===== config.mk =====
export PLATFORM = sky130hd
export DESIGN_NAME = pis_sched
export DESIGN_NICKNAME = d
export VERILOG_FILES = /design/src/pis_pkg.sv /design/src/pis_sched.sv
export VERILOG_INCLUDE_DIRS = /design/src
export SDC_FILE = /design/constraint.sdc
export NUM_CORES = 1
export LEC_CHECK = 0
export ABC_AREA = 1
export BUFFER_PORTS_ARGS = -buffer_cell sky130_fd_sc_hd__buf_4
export CAP_MARGIN = 20
export CORE_AREA = 2 2 103 105
export DETAILED_ROUTE_END_ITERATION = 7
export DIE_AREA = 0 0 105 107
export PLACE_DENSITY = 0.7
export RECOVER_POWER = 50
export SLEW_MARGIN = 20
export SYNTH_ARGS = -nofsm -noshare
export SYNTH_HDL_FRONTEND = slang
export SYNTH_SLANG_ARGS = --single-unit

===== constraint.sdc =====
create_clock -name i_clk_sys -period 3.7 [get_ports i_clk_sys]
set_input_delay 0.74 -clock i_clk_sys [delete_from_list [all_inputs] [get_ports i_clk_sys]]
set_output_delay 0.74 -clock i_clk_sys [all_outputs]
set_load 0.02 [all_outputs]

===== src/pis_params.svh =====
`ifndef PIS_PARAMS_SVH
`define PIS_PARAMS_SVH
// Register byte addresses
`define PIS_A_CTRL 12'h000
`define PIS_A_STAT 12'h004
// Control field positions
`define PIS_C_EDGE 0
`define PIS_C_OPB 1
`define PIS_C_INST 2
`define PIS_C_SLOT_LO 4
`define PIS_C_SLOT_HI 5
// Status field positions
`define PIS_S_PEND 0
`define PIS_S_PACT 1
`define PIS_S_DIS 2
`define PIS_S_KIND_LO 4
`define PIS_S_KIND_HI 5
`define PIS_S_TRUN_LO 7
`define PIS_S_TRUN_HI 15
`define PIS_S_TPND_LO 16
`define PIS_S_TPND_HI 24
// Sizes and reset values
`define PIS_NLINE 4
`define PIS_NTIME 9
`define PIS_CTRL_RST 32'h0000_0000
`define PIS_ZERO32 32'h0000_0000
`define PIS_T0 9'h000
`define PIS_L0 4'h0
`endif


===== src/pis_pkg.sv =====
`default_nettype none
package pis_pkg;
  typedef enum logic [1:0] {
    PIS_K_NONE = 2'b00,
    PIS_K_PROC = 2'b01,
    PIS_K_TIME = 2'b10
  } pis_kind_t;

  typedef struct packed {
    logic [3:0] s1;
    logic [3:0] s2;
    logic [3:0] s3;
    logic [3:0] line_f;
    logic line_q;
    logic edge_mode;
    logic op_mode;
    logic installed;
    logic [1:0] slot;
    logic pend;
    logic lvl_ok;
    logic proc_act;
    logic dis;
    logic [8:0] tpend;
    logic [8:0] trun;
    logic call_p;
    logic call_t;
    logic [3:0] tlev;
    logic resume;
    logic abort;
    pis_kind_t kind;
    logic pready;
    logic pslverr;
    logic [31:0] prdata;
  } pis_state_t;
endpackage
`default_nettype wire


===== src/pis_sched.sv =====
// Decided for this implementation: the address map and the APB slave port.
`include "pis_params.svh"
`default_nettype none

module pis_sched
  import pis_pkg::*;
(
  input wire logic i_clk_sys, // 50 MHz clock
  input wire logic i_rst, // Async reset, high
  input wire logic psel, // APB select
  input wire logic penable, // APB enable
  input wire logic pwrite, // APB write
  input wire logic [11:0] paddr, // APB byte address
  input wire logic [31:0] pwdata, // APB write data
  output logic [31:0] prdata, // APB read data
  output logic pready, // APB ready
  output logic pslverr, // APB error
  input wire logic [3:0] i_irq_line, // Backplane lines, high active
  input wire logic [8:0] i_time_req, // Time base pulses, 0 fastest
  input wire logic i_block_bnd, // Block boundary strobe
  input wire logic i_op_bnd, // Operation boundary strobe
  input wire logic i_handler_done, // Block end of running handler
  input wire logic i_irq_disable_op, // Disable operation strobe
  input wire logic i_irq_enable_op, // Enable operation strobe
  input wire logic i_in_func_block, // Core is inside a function block
  input wire logic i_error, // Program or device error
  input wire logic i_operator_stop, // Operator stop or halt
  input wire logic i_halt_op, // Halt operation executed
  output logic o_call_process, // Pulse: start process handler
  output logic o_call_time, // Pulse: start time handler
  output logic [3:0] o_time_level, // Time base of o_call_time
  output logic o_resume, // Pulse: resume suspended program
  output logic o_abort // Pulse: handlers aborted
);

  pis_state_t q;
  pis_state_t next_q;

  ////////////////////////////////////////////////////////////////////////
  // Lowest set bit to index
  function automatic logic [3:0] pis_low_idx(input logic [8:0] v);
    logic [3:0] r;
    r = `PIS_L0;
    for (int i = `PIS_NTIME - 1; i >= 0; i--) begin
      if (v[i]) begin
        r = 4'(i);
      end
    end
    return r;
  endfunction

  logic [8:0] time_hit;
  genvar gi;
  generate
    for (gi = 0; gi < `PIS_NTIME; gi++) begin : g_tset
      // Set wins over start-clear in the same cycle
      assign time_hit[gi] = i_time_req[gi];
    end
  endgenerate

  ////////////////////////////////////////////////////////////////////////
  logic line;
  logic rise;
  logic bnd;
  logic kill;
  logic proc_go;
  logic [8:0] run_low;
  logic [8:0] elig;
  logic apb_setup;
  logic hit_ctrl;
  logic hit_stat;

  always_comb begin
    next_q = q;
    next_q.call_p = 1'b0;
    next_q.call_t = 1'b0;
    next_q.resume = 1'b0;
    next_q.abort = 1'b0;
    next_q.pready = 1'b0;
    next_q.pslverr = 1'b0;

    // Pin sync; accept a change once stages two and three agree
    next_q.s1 = i_irq_line;
    next_q.s2 = q.s1;
    next_q.s3 = q.s2;
    for (int i = 0; i < `PIS_NLINE; i++) begin
      if (q.s2[i] == q.s3[i]) begin
        next_q.line_f[i] = q.s3[i];
      end
    end
    line = q.line_f[q.slot];
    next_q.line_q = line;
    rise = line & ~q.line_q;

    // Insertion points follow configured granularity
    bnd = q.op_mode ? (i_op_bnd | i_block_bnd) : i_block_bnd;
    kill = (i_error & i_op_bnd) | i_operator_stop | i_halt_op;

    // Disable window only honoured inside function blocks
    if (i_irq_disable_op & i_in_func_block) begin
      next_q.dis = 1'b1;
    end else if (i_irq_enable_op & i_in_func_block) begin
      next_q.dis = 1'b0;
    end

    // Level re-arm: inactive line allows a new level request
    if (!q.proc_act && !line) begin
      next_q.lvl_ok = 1'b1;
    end

    // Request latch; line is ignored while process handler runs, no overflow
    if (q.installed && !q.proc_act) begin
      if (rise) begin
        next_q.pend = 1'b1;
      end else if (!q.edge_mode && line && q.lvl_ok) begin
        next_q.pend = 1'b1;
      end
    end
    if (!q.installed) begin
      next_q.pend = 1'b0;
    end

    // Time requests stay pending until started
    next_q.tpend = q.tpend | time_hit;

    run_low = q.trun & (~q.trun + 9'h001);
    elig = (q.trun == `PIS_T0) ? q.tpend : (q.tpend & (run_low - 9'h001));
    proc_go = q.pend & q.installed & ~q.dis & ~q.proc_act;

    if (kill) begin
      next_q.proc_act = 1'b0;
      next_q.trun = `PIS_T0;
      next_q.pend = 1'b0;
      next_q.lvl_ok = 1'b0;
      next_q.abort = 1'b1;
      next_q.kind = PIS_K_NONE;
    end else if (i_handler_done) begin
      next_q.resume = 1'b1;
      if (q.proc_act) begin
        next_q.proc_act = 1'b0;
        next_q.lvl_ok = 1'b0;
        // Still active at block end: request again, one block later
        if (!q.edge_mode && line && q.installed) begin
          next_q.pend = 1'b1;
        end
        next_q.kind = (q.trun != `PIS_T0) ? PIS_K_TIME : PIS_K_NONE;
      end else begin
        next_q.trun = q.trun & (q.trun - 9'h001);
        next_q.kind = ((q.trun & (q.trun - 9'h001)) != `PIS_T0) ? PIS_K_TIME
                                                                : PIS_K_NONE;
      end
    end else if (bnd && proc_go) begin
      next_q.call_p = 1'b1;
      next_q.proc_act = 1'b1;
      next_q.pend = 1'b0;
      next_q.lvl_ok = 1'b0;
      next_q.kind = PIS_K_PROC;
    end else if (bnd && !q.proc_act && !q.pend && elig != `PIS_T0) begin
      // Time handlers wait for all process work
      next_q.call_t = 1'b1;
      next_q.tlev = pis_low_idx(elig);
      next_q.trun = q.trun | (elig & (~elig + 9'h001));
      next_q.tpend = (q.tpend & ~(elig & (~elig + 9'h001))) | time_hit;
      next_q.kind = PIS_K_TIME;
    end

    // APB: zero wait, answer in first access cycle
    apb_setup = psel & ~penable;
    hit_ctrl = (paddr == `PIS_A_CTRL);
    hit_stat = (paddr == `PIS_A_STAT);
    if (apb_setup) begin
      next_q.pready = 1'b1;
      next_q.prdata = `PIS_ZERO32;
      next_q.pslverr = ~(hit_ctrl | hit_stat);
      if (!pwrite && hit_ctrl) begin
        next_q.prdata[`PIS_C_EDGE] = q.edge_mode;
        next_q.prdata[`PIS_C_OPB] = q.op_mode;
        next_q.prdata[`PIS_C_INST] = q.installed;
        next_q.prdata[`PIS_C_SLOT_HI:`PIS_C_SLOT_LO] = q.slot;
      end
      if (!pwrite && hit_stat) begin
        next_q.prdata[`PIS_S_PEND] = q.pend;
        next_q.prdata[`PIS_S_PACT] = q.proc_act;
        next_q.prdata[`PIS_S_DIS] = q.dis;
        next_q.prdata[`PIS_S_KIND_HI:`PIS_S_KIND_LO] = q.kind;
        next_q.prdata[`PIS_S_TRUN_HI:`PIS_S_TRUN_LO] = q.trun;
        next_q.prdata[`PIS_S_TPND_HI:`PIS_S_TPND_LO] = q.tpend;
      end
    end
    // Write lands at the access edge the master samples pready
    if (psel && penable && q.pready && pwrite && hit_ctrl) begin
      next_q.edge_mode = pwdata[`PIS_C_EDGE];
      next_q.op_mode = pwdata[`PIS_C_OPB];
      next_q.installed = pwdata[`PIS_C_INST];
      next_q.slot = pwdata[`PIS_C_SLOT_HI:`PIS_C_SLOT_LO];
    end
  end

  ////////////////////////////////////////////////////////////////////////
  always_ff @(posedge i_clk_sys or posedge i_rst) begin
    if (i_rst) begin
      q <= '0;
      q.lvl_ok <= 1'b1;
      q.kind <= PIS_K_NONE;
    end else begin
      q <= next_q;
    end
  end

  assign prdata = q.prdata;
  assign pready = q.pready;
  assign pslverr = q.pslverr;
  assign o_call_process = q.call_p;
  assign o_call_time = q.call_t;
  assign o_time_level = q.tlev;
  assign o_resume = q.resume;
  assign o_abort = q.abort;

endmodule
`default_nettype wire


==> summary.txt, run 1 <==
VDD IR max: 0.2206 mV
Setup Skew: 0.01061 ns
Total core area: 0.01009 mm²
Most common cell after layout, fill and taps aside: nand2_1
Largest net degree at the start of global routing: 33
Mux cell area share after synthesis: 0%
Lkg Pwr: 0.002412 µW
WL per Instance: 12.95 µm
# setup viols final: 0
First-pass GRT wire length: 14300 µm
Chip Height: 107 µm
Clock slew at reported path FFs: 0.10 ns
Yosys cell types: 39
Worst hold path type: flop to flop
Final WL: 8615 µm
DRT iter0 DRCs: 206
Main combinational cell family by area after synthesis: simple AND/OR/NAND/NOR gates
I/O Buffers: 76
RSZ-0062 raised after global routing: false
XOR/XNOR Fraction of Synth Area: 0%
Setup_tns: 0 ns
Setup bufs post-CTS: 0
Maxcap violations: 0
Cells after Synth: 472
Vias: 3148
Crit path largest cell delay: 0.45 ns
CP delay by family, top: simple AND/OR/NAND/NOR gates
CP required: 3.94 ns
RePlAce Congestion: 0.8384
Dominant synthesized flop cell: dfrtp_1
WS Path Type: flop to flop
Cell Chain, Critical Path: nor2_2 > nand2_2 > nor2_4 > nand3_1 > nand3_4 > nand2_4 > nor2_4 > inv_1 > nand2_1 > o21ai_1
Critical path's slowest cell: dfrtp_1
First-pass DRT Iterations: 5
CTS sink cnt: 79
Die area: 0.01124 mm²
Nets@finish: 595
Initial Util: 39.33%
Synth Area in Simple Gates: 25.19%
Synth Area in Compound Gates: 10.21%
Final cell utilization of the core: 45.70%
Tot GR Track Use: 15.92%
Sequential share of the synthesized area: 49.84%
Critical path capture point type: flop
Fin. Hold Viols: 0
Async set-or-reset flop fraction in the synthesized netlist: 100.0%
Net Sw Frac: 28.01%
# rows: 37
Post-synthesis register bit count: 79
Fin crit period: 2.509 ns
Mapped Area: 0.003969 mm²
EDFF count, synth: 0
Hold-fix buffers, CTS: 0
Clock root buffer: clkbuf_8
Vias in the first global route: 2991
Max-slew violations: 0
Max clock buf depth: 2
Multi-input gate area: 0.001474 mm²
Most frequent cell on the critical path: nor2_4
Die X: 105 µm
Diode count: 0
YS warnings: 0
Area delta synth->final: 16.20%
Internal power consumption: 1225 µW
TritonCTS clock tree: built
P_sw: 476.5 µW
Period Utilization, post-route: 67.82%
Outcome: finished clean
Clock power share: 36.9%
WP buf/inv: 1
Latest clock arrival within the worst-skew pair: 0.36 ns
Cts repair resizes: 0
Adder-cell share of the synthesized area: 1.009%
Min Hold Slack: 0.3576 ns
Post-route ant nets: 0
Fillers: 1015
Setup crit start kind: flop
Share of layout cells above drive strength 1: 22.87%
Reg area: 0.001978 mm²
Sequential Power Share: 53.2%
Worst Path Arrival: 2.75 ns
Hpwl dp: 6698 µm
Via/cell ratio: 4.734
Total number of H-tree levels: 3
Worst slew pin tran: 1.060 ns
Combinational power share: 9.9%
Worst-path fanout max: 13
Initial antenna violation count: 0
Gr ovfl total: 0
Ports: 113
Avg Inst Size Synth: 8.408 µm²
Commonest non-fill, non-tap cells in the layout: 117 x nand2_1, 78 x dfrtp_1, 69 x buf_4, 52 x inv_1, 43 x nor2_1
Pwr dens: 368.8 mW/mm²
TritonCTS Buffers: 9
Worst rel slew slack: 29.26%
Fmax: 398.5 MHz
# DRC: 0
[synthesized netlist by cell type (2+ instances only)]
cell / n / area share, %
a21oi_1: 16 / 2.0
a31oi_1: 2 / 0.32
buf_4: 36 / 6.8
clkbuf_1: 9 / 0.85
dfrtp_1: 78 / 49
inv_1: 52 / 4.9
inv_2: 2 / 0.19
maj3_1: 4 / 1.0
nand2_1: 117 / 11
nand2_2: 10 / 1.6
nand3_1: 20 / 2.5
nand3_2: 2 / 0.50
nand4_1: 13 / 2.0
nor2_1: 43 / 4.1
nor2_2: 4 / 0.63
nor2_4: 3 / 0.85
nor3_1: 3 / 0.38
o21ai_0: 17 / 2.1
o21ai_1: 4 / 0.50
o21ai_2: 2 / 0.44
o22ai_1: 4 / 0.63
o31ai_1: 14 / 2.6
[per-layer routing]
layer | wire length, µm | part of all wire [%] | vias up | global-route usage, %
li1 | - | - | 1573 | -
met1 | 3915 | 45 | 1485 | 21.33
met2 | 4155 | 48 | 80 | 25.83
met3 | 433 | 5.0 | 10 | 3.222
met4 | 110 | 1.3 | 0 | 5.429
met5 | 0 | 0 | - | 0
[flip-flops by register name, summed over array words and instances, names as in the netlist]
signal / cells
o_time_level: 4
o_resume: 1
q: 38
o_call_time: 1
o_abort: 1
o_call_process: 1
next_q: 8
pready: 1
prdata: 23
pslverr: 1
[power by group through the flow]
stage                     Sequential (µW)  Clock [µW]  Combinational, µW
after detailed placement              923           0                173
after CTS                             906         646                173
after floorplan                       921           0                117
after global routing                  909         678                186
after global placement                922           0                171
final                                 905         628                168
[final cells by class]
type | count | area share [%]
clock inverters | 7 | 1.601
multi-input cells | 299 | 31.96
well taps | 136 | 3.690
flip-flops and latches | 79 | 42.89
repair buffers | 80 | 12.70
inverters | 55 | 4.476
clock buffers | 9 | 2.686
[through the flow]
step | worst slack, ns | power, µW | instances | cell area, µm²
floorplan | 0.9383 | 1038 | 480 | 3999
global placement | 1.126 | 1093 | 649 | 4434
detailed placement | 1.088 | 1096 | 649 | 4434
CTS | 1.212 | 1725 | 665 | 4632
global route | 0.9664 | 1773 | 665 | 4612
finish | 1.191 | 1701 | 665 | 4612
[worst paths after layout]
kind | startpoint | endpoint | slack, ns | cells past startpoint
setup / recovery | q[44] | o_time_level[1] | 1.19 | 10
hold / removal | next_q[81] | next_q[77] | 0.36 | 0
setup reg to reg | q[44] | o_time_level[1] | 1.19 | 10
hold reg to reg | next_q[81] | next_q[77] | 0.36 | 0
max in group asynchronous | i_rst | q[46] | 1.65 | 3
min in group asynchronous | i_rst | o_abort | 0.64 | 2
[cells by family after synthesis]
| family | after synthesis |
|---|---|
| fa+ha+maj | 4 |
| simple gates | 221 |
| flops | 79 |
| buf+inv | 102 |
| other cells | 1 |
| compound gates | 65 |
Power figures use the tool's default switching activity.
==> run 2: changes to the inputs <==
PLACE_DENSITY = 0.73   (was 0.7)
clock period = 2.28 ns   (was 3.7 ns; I/O delays follow)
==> run 2 against run 1 <==
  * Clock skew shrank 0.0039 ns
  * The flow now finishes with violations (capacitance limit, slew limit)
  * Cell count up 2.0%
  * Setup slack got worse by 0.93 ns
  * Critical path type unchanged
  * Wire length rose by 1.9%
  * Highest routed layer unchanged
  * Largest power group unchanged
==> summary.txt, run 2 (same netlist as run 1, synthesis figures left out) <==
Outcome: finished, violations left
Failing checks: capacitance limit, slew limit
Post-route ant nets: 0
Die X: 105 µm
Worst-path fanout max: 9
Worst hold path type: input port to flop
Period Utilization, post-route: 88.77%
Setup Skew: 0.006747 ns
Fin. Hold Viols: 0
# DRC: 0
VDD IR max: 0.2750 mV
R2R cell count: 11
Hold-fix buffers, CTS: 0
TritonCTS Buffers: 9
Setup bufs post-CTS: 0
Area delta synth->final: 19.23%
Fmax: 494.1 MHz
R2R Path End: q[60]
Max reg flops: 38
Pwr dens: 599.7 mW/mm²
TritonCTS clock tree: built
Nets@finish: 608
Fin crit period: 2.024 ns
Worst rel slew slack: -12.09%
Initial antenna violation count: 0
Final WL: 8777 µm
Worst slew pin tran: 1.681 ns
Tot GR Track Use: 16.66%
Most common cell after layout, fill and taps aside: nand2_1
Min Hold Slack: 0.2189 ns
Crit path to: q[60]
Critical path capture point type: flop
WS Path Type: flop to flop
Initial Util: 39.33%
Cell Chain, Critical Path: nor2_1 > nand2_1 > nor2_4 > nand3_1 > nand3_4 > nand2_4 > nor2_4 > buf_4 > nand2_2 > nand2_1 > nand2_1
Diode count: 0
Vias in the first global route: 3109
Reg area: 0.001978 mm²
Top reg by flops: q
Setup_tns: 0 ns
Die area: 0.01124 mm²
Ports: 113
Max-slew violations: 80
RSZ-0062 raised after global routing: false
Clock slew at reported path FFs: 0.08 ns
Worst R2R Start: q[49]
Cts repair resizes: 0
DRT iter0 DRCs: 200
Fillers: 992
HP Start: i_irq_line[1]
Clock root buffer: clkbuf_8
Lkg Pwr: 0.002483 µW
Worst Path Arrival: 2.28 ns
Gr ovfl total: 0
I/O Buffers: 76
Critical path's slowest cell: dfrtp_1
Hpwl dp: 6619 µm
Worst Setup Slack, final: 0.2561 ns
Vias: 3159
Commonest non-fill, non-tap cells in the layout: 117 x nand2_1, 85 x buf_4, 78 x dfrtp_1, 51 x inv_1, 43 x nor2_1
Max clock buf depth: 2
Total number of H-tree levels: 3
Chip Height: 107 µm
Multi-input gate area: 0.001479 mm²
Latest clock arrival within the worst-skew pair: 0.37 ns
# setup viols final: 0
CTS sink cnt: 79
Share of layout cells above drive strength 1: 25.46%
Total core area: 0.01009 mm²
Largest net degree at the start of global routing: 80
Via/cell ratio: 4.659
Pre-CTS setup slack: 0.2799 ns
# rows: 37
First-pass DRT Iterations: 4
CP required: 2.53 ns
Most frequent cell on the critical path: nand2_1
CP Launch Point: q[49]
Maxcap violations: 1
Setup crit start kind: flop
Crit path largest cell delay: 0.43 ns
Final cell utilization of the core: 46.89%
RePlAce Congestion: 0.8584
First-pass GRT wire length: 14740 µm
Worst R2R Setup Slack: 0.26 ns
WL per Instance: 12.95 µm
run 2: how the worst min path moves through the flow:
stage                  to  depth (start not counted)
2_1_floorplan  next_q[76]                          0
3_3_place_gp   next_q[78]                          0
3_5_place_dp   next_q[79]                          0
4_1_cts        next_q[81]                          1
5_1_grt        next_q[82]                          1
6_report       next_q[81]                          1
run 2: metal layers:
layer  global-route usage [%]  up-vias  share of wire, %
met1                    21.66     1459                47
met2                    25.88       80                46
met4                    8.952        0               2.8
met5                        0        -                 0
li1                         -     1602                 -
met3                    3.830       18               4.8
run 2: report_power, final:
group / total (µW) / leakage, µW / internal, µW / switching [µW]
logic: 282 / 0.00140 / 116 / 166
registers: 1470 / 0.000977 / 1440 / 25.0
clock network: 1090 / 0.000107 / 530 / 556
total: 2840 / 0.00248 / 2090 / 747
run 2: critical path: cells and delay by family, from the launching register on:
family                 cells  cell delay [ns]
AND/OR/NAND/NOR           10             1.32
flip-flops                 1             0.43
buffers and inverters      1             0.17
run 2: final cells by class:
| class | count | area share (%) |
|---|---|---|
| Clock buffer | 9 | 2.618 |
| Timing Repair Buffer | 93 | 14.54 |
| Clock inverter | 7 | 1.798 |
| Tap cell | 136 | 3.596 |
| Inverter | 55 | 4.389 |
| Multi-Input combinational cell | 299 | 31.25 |
| Sequential cell | 79 | 41.80 |
run 2: per-stage QoR:
stage	area, µm²	power [µW]	instances
5_1_grt	4732	2969	678
3_5_place_dp	4548	1789	662
3_3_place_gp	4548	1783	662
4_1_cts	4757	2882	678
2_1_floorplan	4003	1685	480
6_report	4732	2838	678
==> run 3: changes to the inputs <==
CAP_MARGIN = not set   (was 20)
CELL_PAD_IN_SITES_DETAIL_PLACEMENT = 1   (was not set)
CELL_PAD_IN_SITES_GLOBAL_PLACEMENT = 1   (was not set)
CORE_AREA = 2 2 112 114   (was 2 2 103 105)
DIE_AREA = 0 0 114 116   (was 0 0 105 107)
PLACE_DENSITY = 0.81   (was 0.73)
==> run 3 against run 2 <==
  * The run still ends with capacitance limit, slew limit left
  * Core utilization shrank 6.4 points
  * Fmax fell by 1.3%
  * Register-to-register slack worse by 0.03 ns
  * Final area grew 1.9%
  * Critical endpoint is now q[59]
  * Largest power group unchanged
  * Highest routed layer unchanged
==> summary.txt, run 3 (same netlist as run 1, synthesis figures left out) <==
First-pass DRT Iterations: 4
Final WL: 10610 µm
Pwr Total: 3151 µW
Largest net degree at the start of global routing: 80
WP buf/inv: 1
Critical path's slowest cell: dfrtp_1
Total core area: 0.01191 mm²
TritonCTS Buffers: 9
Via/cell ratio: 4.814
Post-route ant nets: 0
RePlAce Congestion: 0.8911
Worst slew pin tran: 1.744 ns
Worst Setup Slack, final: 0.2291 ns
Max-slew violations: 80
Ports: 113
Setup Skew: 0.007677 ns
Outcome: finished, violations left
Lkg Pwr: 0.002513 µW
Hpwl dp: 7878 µm
Max reg flops: 38
Setup_tns: 0 ns
Area delta synth->final: 21.53%
Tot GR Track Use: 17.02%
Total number of H-tree levels: 3
First-pass GRT wire length: 17510 µm
RSZ-0062 raised after global routing: false
Fillers: 1424
Share of layout cells above drive strength 1: 25.46%
Cts repair resizes: 0
# setup viols final: 0
CP required: 2.51 ns
VDD IR max: 0.2725 mV
CP delay by family, top: simple AND/OR/NAND/NOR gates
Final instance area: 0.004823 mm²
WS Path Type: flop to flop
Most frequent cell on the critical path: nand2_1
I/O Buffers: 76
Max clock buf depth: 2
Critical path capture point type: flop
Clock slew at reported path FFs: 0.07 ns
Initial Util: 33.32%
Worst rel slew slack: -16.24%
Worst-path fanout max: 6
Initial antenna violation count: 0
Vias in the first global route: 3454
Fin crit period: 2.051 ns
Die area: 0.01322 mm²
# DRC: 0
WL per Instance: 15.40 µm
Die X: 114 µm
Chip Height: 116 µm
TritonCTS clock tree: built
Period Utilization, post-route: 89.95%
Pre-CTS setup slack: 0.1826 ns
Worst Path Arrival: 2.28 ns
DP Area: 0.004539 mm²
# rows: 40
CTS sink cnt: 79
Crit path largest cell delay: 0.42 ns
Worst hold path type: input port to flop
Pwr dens: 653.2 mW/mm²
Fmax: 487.6 MHz
DRT iter0 DRCs: 213
Failing checks: capacitance limit, slew limit
Most common cell after layout, fill and taps aside: nand2_1
Fin. Hold Viols: 0
Vias: 3317
Top reg by flops: q
Diode count: 0
Gr ovfl total: 0
Clock root buffer: clkbuf_16
Nets@finish: 608
Setup crit start kind: flop
Latest clock arrival within the worst-skew pair: 0.34 ns
Commonest non-fill, non-tap cells in the layout: 117 x nand2_1, 84 x buf_4, 78 x dfrtp_1, 51 x inv_1, 43 x nor2_1
Maxcap violations: 1
Cell Chain, Critical Path: nor2_1 > nand2_1 > nor2_4 > nand3_1 > nand3_4 > nand2_4 > nor2_4 > buf_4 > nand2_2 > nand2_1 > nand2_1
[run 3: metal layers]
layer	up-vias	GRT usage [%]	wire (µm)
met5	-	0	0
met2	79	28.69	5328
li1	1605	-	-
met3	11	3.504	496
met1	1622	21.66	4612
met4	0	6.504	171
[run 3: cell type report]
| class | count | area [µm²] | area share [%] |
|---|---|---|---|
| sequential | 79 | 1978 | 41.01 |
| clock buffer | 9 | 225.2 | 4.669 |
| inverter | 55 | 207.7 | 4.306 |
| multi-input combinational | 300 | 1485 | 30.79 |
| tap | 147 | 183.9 | 3.813 |
| clock inverter | 7 | 62.56 | 1.297 |
| timing repair buffer | 92 | 680.7 | 14.11 |
[run 3: worst register-to-register path, delay by kind of cell, from the launching register on]
family / cells / cell delay, ns
buf+inv: 1 / 0.17
simple gates: 10 / 1.37
flops: 1 / 0.42
[run 3: timing repair]
item	in CTS	in global routing
endpoints found under the setup margin	0	6
buffers inserted	0	2
hold buffers	0	0
[run 3: final timing paths]
path	startpoint	endpoint	slack, ns	cells past startpoint
hold reg to reg	next_q[81]	next_q[77]	0.35	0
min in group asynchronous	i_rst	next_q[81]	0.75	3
setup / recovery	q[49]	q[59]	0.23	11
hold / removal	i_irq_line[1]	next_q[81]	0.24	1
setup reg to reg	q[49]	q[59]	0.23	11
max in group asynchronous	i_rst	q[50]	0.47	3
[run 3: power by group]
| group | internal [µW] | leakage [µW] | switching, µW |
|---|---|---|---|
| Clock | 760 | 0.000139 | 629 |
| Combinational | 115 | 0.00140 | 174 |
| Sequential | 1450 | 0.000977 | 25.7 |
[run 3: through the flow]
step,instances,hold WS [ns],util (%)
finish,689,0.2398,40.49
global route,689,0.2229,40.49
CTS,686,0.2069,40.53
detailed placement,670,0.3365,38.11
global placement,670,0.3362,38.11
floorplan,480,0.3312,-
